`src/design/edoc_defs.svh`:
```
// edoc_defs.svh: offsets, field positions and timing counts of the edo memory controller
// assumes a 100 mhz system clock; included by bare name
`ifndef EDOC_DEFS_SVH
`define EDOC_DEFS_SVH
`define EDOC_ADDR_W 12
`define EDOC_RAS_N 8
`define EDOC_CAS_N 2
`define EDOC_HALF_W 72
`define EDOC_WIDE_W 144
`define EDOC_DATA_W 64
`define EDOC_CHK_W 8
`define EDOC_LINE_BYTES 64
`define EDOC_BEATS 4
`define EDOC_PA_W 30
`define EDOC_PA_STACK 29
`define EDOC_PA_PAIR_HI 28
`define EDOC_PA_PAIR_LO 27
`define EDOC_CLK_NS 10
`define EDOC_T_RCD_NS 45
`define EDOC_T_CAS_NS 10
`define EDOC_T_CP_NS 10
`define EDOC_T_RP_NS 40
`define EDOC_T_CSR_NS 10
`define EDOC_T_RAS_NS 60
`define EDOC_CYC(ns) (((ns) + `EDOC_CLK_NS - 1) / `EDOC_CLK_NS)
`define EDOC_RCD_CYC `EDOC_CYC(`EDOC_T_RCD_NS)
`define EDOC_CAS_CYC `EDOC_CYC(`EDOC_T_CAS_NS)
`define EDOC_CP_CYC `EDOC_CYC(`EDOC_T_CP_NS)
`define EDOC_RP_CYC `EDOC_CYC(`EDOC_T_RP_NS)
`define EDOC_CSR_CYC `EDOC_CYC(`EDOC_T_CSR_NS)
`define EDOC_RAS_CYC `EDOC_CYC(`EDOC_T_RAS_NS)
`endif

```
`src/design/edoc_pkg.sv`:
```
// edoc_pkg: types of the edo memory controller
// assumes edoc_defs.svh supplies the numbers
package edoc_pkg;
  typedef enum logic [3:0] {
    ST_IDLE, ST_ROW, ST_RCD, ST_CAS, ST_CP, ST_PRE, ST_CSR, ST_RFRAS
  } edoc_state_t;
endpackage : edoc_pkg

```
`src/design/edoc_ctrl.sv`:
```
// edoc_ctrl: edo dimm memory controller, line transfers to buffered dimm pairs
// assumes synchronous processor inputs and external transceivers steered by half_sel_o
// Operation
// row then column share one 12-bit address bus
// eight row strobes, two column strobes, one write enable driven
// 144-bit dram word moves as two successive 72-bit halves
// check bits generated on writes and checked on reads, always
// strobe timing meets 60 ns edo parts
// one column-width setting, 10 or 11 bits, for all memory
// 11-bit mode halves addressable dimm pairs to four dimms
// memory is 1 gbyte contiguous from address zero
// every transfer moves one full 64-byte line
// non-cacheable request is not performed and flags an error
// address bits 28:27 pick the dimm pair
// address bit 29 picks bottom or top stack
// bits 29:27 decode to exactly one active-low row strobe
// bank map: 0x0, 0x1000_0000, 0x2000_0000, 0x3000_0000
// refresh is column strobes before row strobes
// line address split into row and column by column-width
`timescale 1ns/1ps
`include "edoc_defs.svh"
module edoc_ctrl (
  input wire logic mclk_i,
  input wire logic rst_i,
  input wire logic col11_mode_i,
  input wire logic req_i,
  input wire logic req_write_i,
  input wire logic req_cacheable_i,
  input wire logic [`EDOC_PA_W-1:0] phys_addr_i,
  input wire logic refresh_req_i,
  input wire logic [`EDOC_HALF_W-1:0] wdata_i,
  input wire logic [`EDOC_HALF_W-1:0] rdata_i,
  output logic busy_o,
  output logic done_o,
  output logic err_noncache_o,
  output logic err_ecc_o,
  output logic wdata_take_o,
  output logic rdata_valid_o,
  output logic half_sel_o,
  output logic [`EDOC_HALF_W-1:0] mem_wdata_o,
  output logic [`EDOC_ADDR_W-1:0] dram_addr_o,
  output logic [3:0] bottom_stack_row_strobe_n_o,
  output logic [3:0] top_stack_row_strobe_n_o,
  output logic [`EDOC_CAS_N-1:0] col_strobe_n_o,
  output logic write_en_n_o
);
  localparam logic [3:0] RCD_CYC = 4'(`EDOC_RCD_CYC);
  localparam logic [3:0] CAS_CYC = 4'(`EDOC_CAS_CYC);
  localparam logic [3:0] CP_CYC = 4'(`EDOC_CP_CYC);
  localparam logic [3:0] RP_CYC = 4'(`EDOC_RP_CYC);
  localparam logic [3:0] CSR_CYC = 4'(`EDOC_CSR_CYC);
  localparam logic [3:0] RAS_CYC = 4'(`EDOC_RAS_CYC);

  edoc_pkg::edoc_state_t state;
  logic [3:0] tmr;
  logic [2:0] beat;
  logic wr;
  logic [`EDOC_PA_W-1:0] addr;
  logic [`EDOC_RAS_N-1:0] ras_sel_n;
  logic [`EDOC_ADDR_W-1:0] row_addr;
  logic [`EDOC_ADDR_W-1:0] col_addr;
  logic [`EDOC_CHK_W-1:0] gen_chk;
  logic [`EDOC_CHK_W-1:0] rd_chk;
  logic tmr_done;
  logic addr_ok;

  // check bits over the low 64 data bits of each half; upper 8 lanes carry them
  edoc_ecc u_wgen (
    .data_i(wdata_i[`EDOC_DATA_W-1:0]),
    .chk_o(gen_chk)
  );
  edoc_ecc u_rchk (
    .data_i(rdata_i[`EDOC_DATA_W-1:0]),
    .chk_o(rd_chk)
  );

  assign tmr_done = (tmr == 4'h0);
  // whole 1 gbyte map from zero; 11-bit mode reaches pairs 0 and 2 only
  assign addr_ok = !col11_mode_i || !addr[`EDOC_PA_PAIR_LO];

  // pair from 28:27, stack from 29, one strobe per stack per pair
  always_comb begin
    ras_sel_n = {`EDOC_RAS_N{1'b1}};
    ras_sel_n[{addr[`EDOC_PA_STACK], addr[`EDOC_PA_PAIR_HI:`EDOC_PA_PAIR_LO]}] = 1'b0;
  end

  // row/column split: 10-bit mode uses 10 column bits, 11-bit mode one more; line offset dropped
  always_comb begin
    if (col11_mode_i) begin
      col_addr = {1'b0, addr[14:6], beat[1:0]};
      row_addr = addr[26:15];
    end else begin
      col_addr = {2'h0, addr[13:6], beat[1:0]};
      row_addr = addr[25:14]; // bit 26 unused: 10-bit parts top out at a smaller pair
    end
  end

  // the sequencer: one line is four 144-bit beats in edo page mode
  always_ff @(posedge mclk_i or posedge rst_i) begin
    if (rst_i) begin
      state <= edoc_pkg::ST_IDLE;
      tmr <= 4'h0;
      beat <= 3'h0;
      wr <= 1'b0;
      addr <= '0;
    end else begin
      if (!tmr_done) begin
        tmr <= tmr - 4'h1;
      end
      unique case (state)
        edoc_pkg::ST_IDLE: begin
          // refresh wins over a pending request so rows are never starved
          if (refresh_req_i) begin
            state <= edoc_pkg::ST_CSR;
            tmr <= CSR_CYC;
          end else if (req_i && req_cacheable_i) begin
            state <= edoc_pkg::ST_ROW;
            wr <= req_write_i;
            addr <= phys_addr_i;
            beat <= 3'h0;
          end
        end
        edoc_pkg::ST_ROW: begin
          state <= edoc_pkg::ST_RCD;
          tmr <= RCD_CYC;
        end
        edoc_pkg::ST_RCD: begin
          if (tmr_done) begin
            state <= addr_ok ? edoc_pkg::ST_CAS : edoc_pkg::ST_PRE;
            tmr <= CAS_CYC;
          end
        end
        edoc_pkg::ST_CAS: begin
          if (tmr_done) begin
            beat <= beat + 3'h1;
            tmr <= CP_CYC;
            state <= (beat == 3'(`EDOC_BEATS - 1)) ? edoc_pkg::ST_PRE : edoc_pkg::ST_CP;
          end
        end
        edoc_pkg::ST_CP: begin
          if (tmr_done) begin
            state <= edoc_pkg::ST_CAS;
            tmr <= CAS_CYC;
          end
        end
        edoc_pkg::ST_PRE: begin
          if (tmr_done) begin
            state <= edoc_pkg::ST_IDLE;
          end
          if (state != edoc_pkg::ST_PRE || tmr == 4'h0) begin
            tmr <= 4'h0;
          end
        end
        edoc_pkg::ST_CSR: begin
          if (tmr_done) begin
            state <= edoc_pkg::ST_RFRAS;
            tmr <= RAS_CYC;
          end
        end
        edoc_pkg::ST_RFRAS: begin
          if (tmr_done) begin
            state <= edoc_pkg::ST_PRE;
            tmr <= RP_CYC;
          end
        end
      endcase
      // precharge always lasts the full row-precharge time
      if ((state == edoc_pkg::ST_CAS && tmr_done && beat == 3'(`EDOC_BEATS - 1)) ||
          (state == edoc_pkg::ST_RCD && tmr_done && !addr_ok)) begin
        tmr <= RP_CYC;
      end
    end
  end

  // dram pins, registered straight from the sequence state
  always_ff @(posedge mclk_i or posedge rst_i) begin
    if (rst_i) begin
      dram_addr_o <= '0;
      bottom_stack_row_strobe_n_o <= 4'hf;
      top_stack_row_strobe_n_o <= 4'hf;
      col_strobe_n_o <= '1;
      write_en_n_o <= 1'b1;
    end else begin
      unique case (state)
        edoc_pkg::ST_ROW: begin
          dram_addr_o <= row_addr;
          bottom_stack_row_strobe_n_o <= ras_sel_n[3:0];
          top_stack_row_strobe_n_o <= ras_sel_n[7:4];
        end
        edoc_pkg::ST_RCD, edoc_pkg::ST_CP: begin
          dram_addr_o <= col_addr;
          col_strobe_n_o <= '1;
          write_en_n_o <= !(wr && addr_ok);
        end
        edoc_pkg::ST_CAS: begin
          col_strobe_n_o <= {`EDOC_CAS_N{!addr_ok}};
        end
        edoc_pkg::ST_CSR: begin
          col_strobe_n_o <= '0;
          write_en_n_o <= 1'b1;
        end
        edoc_pkg::ST_RFRAS: begin
          bottom_stack_row_strobe_n_o <= 4'h0;
          top_stack_row_strobe_n_o <= 4'h0;
        end
        default: begin
          bottom_stack_row_strobe_n_o <= 4'hf;
          top_stack_row_strobe_n_o <= 4'hf;
          col_strobe_n_o <= '1;
          write_en_n_o <= 1'b1;
        end
      endcase
    end
  end

  // processor side: two 72-bit halves per 144-bit beat, ecc in lanes 71:64
  // one half per column strobe cycle; precharge cycles between beats move nothing
  always_ff @(posedge mclk_i or posedge rst_i) begin
    if (rst_i) begin
      busy_o <= 1'b0;
      done_o <= 1'b0;
      err_noncache_o <= 1'b0;
      err_ecc_o <= 1'b0;
      wdata_take_o <= 1'b0;
      rdata_valid_o <= 1'b0;
      half_sel_o <= 1'b0;
      mem_wdata_o <= '0;
    end else begin
      busy_o <= (state != edoc_pkg::ST_IDLE);
      done_o <= (state == edoc_pkg::ST_PRE) && tmr_done;
      err_noncache_o <= (state == edoc_pkg::ST_IDLE) && !refresh_req_i &&
                        req_i && !req_cacheable_i;
      err_ecc_o <= 1'b0;
      wdata_take_o <= 1'b0;
      rdata_valid_o <= 1'b0;
      if (state == edoc_pkg::ST_CAS) begin
        half_sel_o <= !half_sel_o;
        if (wr) begin
          wdata_take_o <= 1'b1;
          mem_wdata_o <= {gen_chk, wdata_i[`EDOC_DATA_W-1:0]};
        end else begin
          rdata_valid_o <= 1'b1;
          err_ecc_o <= (rd_chk != rdata_i[`EDOC_HALF_W-1:`EDOC_DATA_W]);
        end
      end else begin
        half_sel_o <= 1'b0;
      end
    end
  end

  a_one_row_strobe: assert property (@(posedge mclk_i) disable iff (rst_i)
    (state == edoc_pkg::ST_RCD) |-> $countones(~{top_stack_row_strobe_n_o,
    bottom_stack_row_strobe_n_o}) == 1) else $error("row strobe not one-hot");
  a_refresh_order: assert property (@(posedge mclk_i) disable iff (rst_i)
    $fell(bottom_stack_row_strobe_n_o[0]) && (state == edoc_pkg::ST_RFRAS) |->
    col_strobe_n_o == '0) else $error("refresh row strobe before column strobe");
  a_noncache_err: assert property (@(posedge mclk_i) disable iff (rst_i)
    (state == edoc_pkg::ST_IDLE && !refresh_req_i && req_i && !req_cacheable_i) |=>
    err_noncache_o && busy_o == 1'b0) else $error("non-cacheable not flagged");
  a_rcd_delay: assert property (@(posedge mclk_i) disable iff (rst_i)
    (state == edoc_pkg::ST_ROW) |=> !(state == edoc_pkg::ST_CAS) [*4])
    else $error("column strobe too soon after row");
  a_line_beats: assert property (@(posedge mclk_i) disable iff (rst_i)
    (state == edoc_pkg::ST_PRE && $past(state) == edoc_pkg::ST_CAS) |->
    beat == 3'(`EDOC_BEATS)) else $error("line not four beats");
  a_stack_pick: assert property (@(posedge mclk_i) disable iff (rst_i)
    (state == edoc_pkg::ST_RCD && addr[`EDOC_PA_STACK]) |->
    bottom_stack_row_strobe_n_o == 4'hf) else $error("wrong stack strobed");
  a_pair_pick: assert property (@(posedge mclk_i) disable iff (rst_i)
    (state == edoc_pkg::ST_RCD && !addr[`EDOC_PA_STACK]) |->
    !bottom_stack_row_strobe_n_o[addr[`EDOC_PA_PAIR_HI:`EDOC_PA_PAIR_LO]])
    else $error("wrong pair strobed");
  a_col11_reach: assert property (@(posedge mclk_i) disable iff (rst_i)
    (state == edoc_pkg::ST_RCD && col11_mode_i && addr[`EDOC_PA_PAIR_LO]) |=>
    col_strobe_n_o == '1) else $error("odd pair accessed in 11-bit mode");

  // a column cycle without an open row would strobe a closed page
  a_cas_row_open: assert property (@(posedge mclk_i) disable iff (rst_i)
    (state == edoc_pkg::ST_CAS) |->
    {top_stack_row_strobe_n_o, bottom_stack_row_strobe_n_o} != 8'hff)
    else $error("column cycle with no open row");
  // data pulses come only from column strobe cycles
  a_data_in_cas: assert property (@(posedge mclk_i) disable iff (rst_i)
    (wdata_take_o || rdata_valid_o) |-> $past(state) == edoc_pkg::ST_CAS)
    else $error("data pulse outside a column cycle");
  // the first half of every beat goes out with the half select raised
  a_half_first: assert property (@(posedge mclk_i) disable iff (rst_i)
    (state == edoc_pkg::ST_CAS && $past(state) != edoc_pkg::ST_CAS) |=>
    half_sel_o && (wdata_take_o || rdata_valid_o))
    else $error("first half not selected");
  // row address on the shared bus in the cycle the row strobe falls
  a_row_addr_out: assert property (@(posedge mclk_i) disable iff (rst_i)
    (state == edoc_pkg::ST_ROW) |=> dram_addr_o == $past(row_addr))
    else $error("row address not on the bus");
  // column address stands while the column strobe is low
  a_col_addr_out: assert property (@(posedge mclk_i) disable iff (rst_i)
    (state == edoc_pkg::ST_CAS) |-> dram_addr_o == col_addr)
    else $error("column address not on the bus");
  // refresh keeps column strobes low and never writes
  a_refresh_hold: assert property (@(posedge mclk_i) disable iff (rst_i)
    (state == edoc_pkg::ST_RFRAS) |-> write_en_n_o && col_strobe_n_o == '0)
    else $error("refresh without column strobes held");
  // a non-cacheable request never opens a row
  a_noncache_idle: assert property (@(posedge mclk_i) disable iff (rst_i)
    err_noncache_o |-> {top_stack_row_strobe_n_o, bottom_stack_row_strobe_n_o} == 8'hff)
    else $error("non-cacheable request reached the dimms");
endmodule : edoc_ctrl

```
`src/design/edoc_ecc.sv`:
```
// edoc_ecc: check-bit generator for one 64-bit data word
// assumes purely combinational use inside the controller
`timescale 1ns/1ps
`include "edoc_defs.svh"
module edoc_ecc (
  input wire logic [`EDOC_DATA_W-1:0] data_i,
  output logic [`EDOC_CHK_W-1:0] chk_o
);
  // each check bit is parity over a distinct rotating subset; catches all single-bit faults
  genvar g;
  generate
    for (g = 0; g < `EDOC_CHK_W; g++) begin : g_chk
      logic [`EDOC_DATA_W-1:0] mask;
      always_comb begin
        mask = '0;
        for (int b = 0; b < `EDOC_DATA_W; b++) begin
          mask[b] = ((b >> (g % 6)) & 1) == 1 || (b % `EDOC_CHK_W) == g;
        end
        chk_o[g] = ^(data_i & mask);
      end
    end
  endgenerate
endmodule : edoc_ecc

```
`config.mk`:
```
export PLATFORM = sky130hd
export DESIGN_NAME = edoc_ctrl
export DESIGN_NICKNAME = d
export VERILOG_FILES = /design/src/design/edoc_pkg.sv /design/src/design/edoc_ctrl.sv /design/src/design/edoc_ecc.sv
export VERILOG_INCLUDE_DIRS = /design/src /design/src/design
export SDC_FILE = /design/constraint.sdc
export NUM_CORES = 1
export LEC_CHECK = 0
export ABC_CLOCK_PERIOD_IN_PS = 10480
export BUFFER_PORTS_ARGS = -buffer_cell sky130_fd_sc_hd__buf_2
export CORE_MARGIN = 5
export CORE_UTILIZATION = 55
export CTS_BUF_LIST = sky130_fd_sc_hd__clkbuf_8 sky130_fd_sc_hd__clkbuf_16
export DETAILED_ROUTE_END_ITERATION = 10
export PLACE_DENSITY = 0.95
export SKIP_CTS_REPAIR_TIMING = 1
export SLEW_MARGIN = 20
export SYNTH_ARGS = -nofsm -noshare
export SYNTH_HDL_FRONTEND = slang
export SYNTH_SLANG_ARGS = --single-unit
```
`constraint.sdc`:
```
create_clock -name mclk_i -period 10.48 [get_ports mclk_i]
set_input_delay 1.572 -clock mclk_i [delete_from_list [all_inputs] [get_ports mclk_i]]
set_output_delay 1.572 -clock mclk_i [all_outputs]
set_load 0.01 [all_outputs]
```
# After elaboration in Yosys (flattened, before gate mapping)
# Index checks and enable logic that the tools add are counted.
dict set report word_totals {
  register_bits 144
  in_bits 181
  elab_cells 133
}
dict set report op_classes {
  add_sub_neg 2
  magnitude_cmp 2
  eq_ne 19
  mux 39
  bitwise_logic 2
  n_reduce_logical 51
}
# op n
set ops {}
lappend ops {{$reduce_xor A64 Y1} 16}
lappend ops {{$mux W4} 15}
lappend ops {{$pmux W4 S8} 1}
lappend ops {{$pmux W12 S2} 1}
lappend ops {{$pmux W4 S3} 2}
lappend ops {{$pmux W4 S6} 1}
lappend ops {{$eq A4 B3 Y1 const B} 4}
lappend ops {{$ne A2 B2 Y1 const B} 8}
lappend ops {{$mux W12} 1}
lappend ops {{$mux W3} 4}
lappend ops {{$logic_and A1 B1 Y1} 11}
lappend ops {{$mux W11} 1}
lappend ops {{$mux W1} 9}
lappend ops {{$eq A4 B2 Y1 const B} 2}
lappend ops {{$logic_not A4 Y1} 2}
lappend ops {{$ne A8 B8 Y1} 1}
lappend ops {{$not A8 Y8} 1}
lappend ops {{$logic_not A1 Y1} 7}
lappend ops {{$reduce_and A7 Y1} 1}
lappend ops {{$pmux W2 S3} 1}
lappend ops {{$pmux W3 S2} 1}
lappend ops {{$reduce_or A3 Y1} 2}
lappend ops {{$eq A4 B1 Y1 const B} 1}
lappend ops {{$lt A3 B4 Y1 const B} 1}
lappend ops {{other kinds (17)} 21}

# Longest topological paths before layout
dict set report depth {
  ltp_word 6
  ltp_mapped 11
}

# By module
# Synthesis repeated with hierarchy kept, for this count alone.
dict set report unflattened {
  hier_cells 812
  hier_area_um2 8500.7
}
# module n_inst cells_per_inst area_per_inst_um2 seq_area_each_um2
set modules_own_cells {}
lappend modules_own_cells {edoc_ctrl 1 592 5950.7 3415.8}
lappend modules_own_cells {edoc_ecc 2 110 1275.0 0.0}

# Worst setup path before layout
# OpenSTA, ideal clock, no wires.
dict set report synth_path {
  path_type {input -> register}
  start {input port rdata_i[17]}
  end {register err_ecc_o}
  setup_ns 0.128
  t_arrival_ns 2.993
  required_time_ns 10.352
  setup_slack_ns 7.359
  path_stages 8
  path_buffers 0
  path_cell_list {xnor2_1 -> xnor2_1 -> xnor2_1 -> xnor2_1 -> xnor2_1 -> mux2_2 -> o2bb2ai_1 -> a31oi_1}
}
dict set report synth_between {
  elab_chain_cells 4
  elab_cells_between_ends 7
  cone_classes {1 x eq/ne; 2 x mux; 4 x reduce/logical}
}
# element line
set synth_rtl {}
lappend synth_rtl {{start: declaration} edoc_ctrl.sv:32} ;# input wire logic [`EDOC_HALF_W-1:0] rdata_i,
lappend synth_rtl {{$reduce_xor A64 Y1} edoc_ecc.sv:19} ;# chk_o[g] = ^(data_i & mask);
lappend synth_rtl {{$ne A8 B8 Y1 (*)} edoc_ctrl.sv:243} ;# err_ecc_o <= (rd_chk != rdata_i[`EDOC_HALF_W-1:`EDOC_DATA_W]);
lappend synth_rtl {{$mux W1 (*)} edoc_ctrl.sv:238} ;# if (wr) begin
lappend synth_rtl {{$mux W1 (*)} edoc_ctrl.sv:236} ;# if (state == edoc_pkg::ST_CAS) begin
lappend synth_rtl {{end signal: assignment} edoc_ctrl.sv:243}
lappend synth_rtl {{end: declaration} edoc_ctrl.sv:36} ;# output logic err_ecc_o,
# Mark *: on every way between the ends. The rest lies on a longest branch, timed or not.
# A chain may end at the register's enable or synchronous reset.

# Worst setup path in the final report
dict set report layout_path {
  start {register state[1]}
  end {register mem_wdata_o[68]}
}
dict set report layout_between {
  elab_chain_cells 2
}
# element line
set layout_rtl {}
lappend layout_rtl {{start: declaration} edoc_ctrl.sv:54} ;# edoc_pkg::edoc_state_t state;
lappend layout_rtl {{start signal: assignment} edoc_ctrl.sv:101} ;# state <= edoc_pkg::ST_IDLE;
lappend layout_rtl {{start signal: assignment} edoc_ctrl.sv:114} ;# state <= edoc_pkg::ST_CSR;
lappend layout_rtl {{start signal: assignment} edoc_ctrl.sv:117} ;# state <= edoc_pkg::ST_ROW;
lappend layout_rtl {{$eq A4 B2 Y1} edoc_ctrl.sv:236}
lappend layout_rtl {{$reduce_and A2 Y1 (no line)} n/a}
lappend layout_rtl {{end signal: assignment} edoc_ctrl.sv:240} ;# mem_wdata_o <= {gen_chk, wdata_i[`EDOC_DATA_W-1:0]};
lappend layout_rtl {{end: declaration} edoc_ctrl.sv:40} ;# output logic [`EDOC_HALF_W-1:0] mem_wdata_o,
# No other way between the ends.

==> impl_results.md <==
- Setup CP Type: reg2reg
- Fin. max-slew vios: 0
- Unique masters post-synth: 47
- Die Area: 17200 um2
- Pin count of the biggest net entering global routing: approximately 80
- Initial antenna violation count: 0
- Headroom to the max-slew limit: 0.274
- Final period utilization: 0.304
- Clk root buf: clkbuf_16
- RR Endpoint: mem_wdata_o[68]
- Number of synthesized flops with an enable pin: 0
- Row count: 44
- Cell Pwr Density: between 300 and 400 nW/um2
- Routed Antenna Nets: 0
- Area grow syn2layout: 26.8%
- Buffers added on ports: about 270
- Placed Area: about 9600 um2
- Final cell count without fillers: between 1000 and 1500
- Pre-antenna DRT Iters: 5
- Core area: approximately 14000 um2
- Pleak: 4.58 nW
- Crit-path max FO: just under 80
- Area leader, netlist: dfrtp_1
- IO Count: ~280
- Post-Route WL: approximately 22000 um
- Status: finished, final reports clean
- Yosys warning count: 0
- Routed met2 length: approximately 12000 um
- Post-route cell area: between 10000 and 15000 um2
- Initial Util: 0.558
- Die H: around 130 um
- Hold Crit Class: reg2reg
- Avg Inst Size Synth: 11.4 um2
- CP Launch Type: flop
- Fin crit period: between 3000 and 4000 ps
- Sequential area share after synthesis: 0.423
- Crit path cell chain: inv_1, nor2_1, nand3_4, inv_1, mux2_2
- Clock slew seen by the registers of the worst setup and hold paths: 60 ps
- Per-cell routed wire length: around 19 um
- Worst-Skew Late Latency: 420 ps
- Worst r2r src: state[1]
- Mapped Cells: 709
- Seq cells post-synth: roughly 140
- Chip Width: 131 um
- Met1 WL: between 8000 and 9000 um
- Peak VDD IR: about 0.13 mV
- CTS tree: built
- Hold Fails Final Rpt: 0
- Max Used Layer: met4
- Global-route usage over all layers: 0.254
- CP top delay family: simple AND/OR/NAND/NOR gates
- Total CTS buffers: 17
- Hold Path Depth: 2
- Proportion of layout cells with a drive suffix above 1: 0.422
- CTS max path bufs: 2
- Syn nets: between 800 and 900
- CP required: between 10000 and 15000 ps
- Post-synth top area share: 0.390
- RD Place Congestion: between 0.8 and 0.9
- Placed cells: 1139
- Flop2flop setup slack: 7290 ps
- Final Setup Violations: 0
- Hold endpoint: mem_wdata_o[66]
- RSZ-0062 raised after global routing: no
- Post-route core utilization: 0.708
- Vias in the first global route: 6815
- Most frequent CP cell: inv_1
- Synth cell count leaders: 206 x xnor2_1, 126 x dfrtp_1, 89 x mux2_2, 35 x a21oi_1, 35 x xor2_1
- Remaining Overflow, GRT: 0
- Crit path arrival time: 3500 ps
- Synth Flop Type: dfrtp_1
- Syn Std Cell Area: 8080 um2
- Crit end category: flop
- Max incr delay on CP: about 820 ps
- # fillers: 1005
- Final HPWL from detailed placement: ~17000 um
- PnR worst setup slack: approximately 7300 ps
- DRC: 0
- Clock sinks: roughly 140
- Vias per std cell: 5.49
- Max_cap viols: 0
- Clk_skew: between 7 and 8 ps
- Htree depth: 4
- Fin Setup TNS: 0 ps
- N_diodes: 0
- CP bufs+invs: 2
- Most common cell in the netlist: xnor2_1
- Detailed Route Iter0 Violations: between 400 and 500
- Register-to-Register Path Depth: 5
- Met3 wire len: 1480 um
- First-pass GRT wire length: roughly 35000 um
- Maximum clock frequency: 0.314 GHz
- Post-synthesis async set-or-reset flop share: 1.00
- Vias: approximately 6400
- Hold Crit Start: mem_wdata_o[66]
- Pre-CTS setup slack: a little under 7000 ps
- Worst Setup SP: state[1]
- Nets: about 1200
- Top area cells in the synthesized netlist: dfrtp_1 39%, xnor2_1 22%, mux2_2 12%
- Worst Tran Pin Value: 1090 ps
- Crit path max-delay cell type: dfrtp_1
[cell type report]
cell class	instances	area [um2]	share of cell area
Clock buffer	18	439	0.0429
Sequential cell	136	3420	0.333
Tap cell	184	230	0.0225
Clock inverter	14	233	0.0227
Timing Repair Buffer	270	1360	0.132
Multi-Input combinational cell	539	4530	0.442
Inverter	10	42.5	0.00415
[power by group]
group | switching [W] | leakage [nW] | internal [W]
registers | 0.000199 | 1.62 | 0.000799
clock network | 0.000227 | 0.331 | 0.000451
logic | 0.000745 | 2.64 | 0.000713
[routing by layer]
layer,global-route usage,vias up
li1,-,2930
met1,0.290,3107
met2,0.450,319
met3,0.0631,69
met4,0.113,0
met5,0,-
[cell usage in the layout (no fill, tap or decap), types with 2 or more instances in the layout]
cell type / Yosys / layout
a21o_1: 2 / 2
nand3_1: 5 / 4
o21ai_0: 18 / 18
o22ai_1: 22 / 22
mux2i_1: 2 / 2
inv_1: 10 / 12
or2_2: 2 / 2
o31ai_1: 2 / 2
o21ai_1: 3 / 3
nand2_1: 29 / 29
or3_1: 2 / 2
clkinv_4: 0 / 2
buf_2: 0 / 268
buf_4: 3 / 2
xnor2_2: 10 / 10
nor3_1: 6 / 6
nor2_1: 22 / 21
clkinvlp_4: 0 / 2
mux2_2: 89 / 89
a31oi_1: 3 / 3
xor2_1: 35 / 35
mux2_1: 18 / 18
dfstp_2: 10 / 10
a21oi_1: 35 / 35
bufinv_16: 0 / 6
clkbuf_16: 0 / 17
nand2b_1: 4 / 4
dfrtp_1: 126 / 126
ha_1: 5 / 5
inv_6: 0 / 2
xnor2_1: 206 / 206
[worst max path at each step]
stage                                  to  slack [ps]  cells past startpoint
after global routing      mem_wdata_o[68]        7130                      5
final                     mem_wdata_o[68]        7290                      5
after floorplan                  addr[10]        5290                      1
after global placement          err_ecc_o        6900                      9
after detailed placement        err_ecc_o        6840                      9
after CTS                       err_ecc_o        7280                      9
[metrics by stage]
stage | total power [W] | hold slack (ps)
floorplan | 0.00197 | 450
global placement | 0.00236 | 454
detailed placement | 0.00243 | 468
CTS | 0.00314 | 480
global route | 0.00332 | 501
finish | 0.00313 | 475
[worst reg2reg max path: cells and delay by family, from the launching register on]
family | cells | cell delay (ps)
buffers and inverters | 2 | 770
DFF | 1 | 820
and+or+nand+nor | 2 | 1130
muxes | 1 | 370
[registers in the layout (all words and copies together), names as in the netlist]
| signal | count |
|---|---|
| done_o | 1 |
| err_ecc_o | 1 |
| bottom_stack_row_strobe_n_o | 4 |
| busy_o | 1 |
| write_en_n_o | 1 |
| tmr | 4 |
| dram_addr_o | 12 |
| err_noncache_o | 1 |
| wr | 1 |
| half_sel_o | 1 |
| mem_wdata_o | 72 |
| col_strobe_n_o | 1 |
| wdata_take_o | 1 |
| addr | 24 |
| beat | 3 |
| rdata_valid_o | 1 |
| top_stack_row_strobe_n_o | 4 |
| state | 3 |
[cell families after synthesis]
logic type               after synthesis  share of synthesized area
flip-flops                           136                      0.423
AO/OA/AOI/OAI                         93                     0.0666
buffers and inverters                 34                     0.0184
adder cells (fa/ha/maj)                5                    0.00774
AND/OR/NAND/NOR                       78                     0.0437
XOR/XNOR                             254                      0.289
multiplexers                         109                      0.152
(Power assumes the default switching activity.)
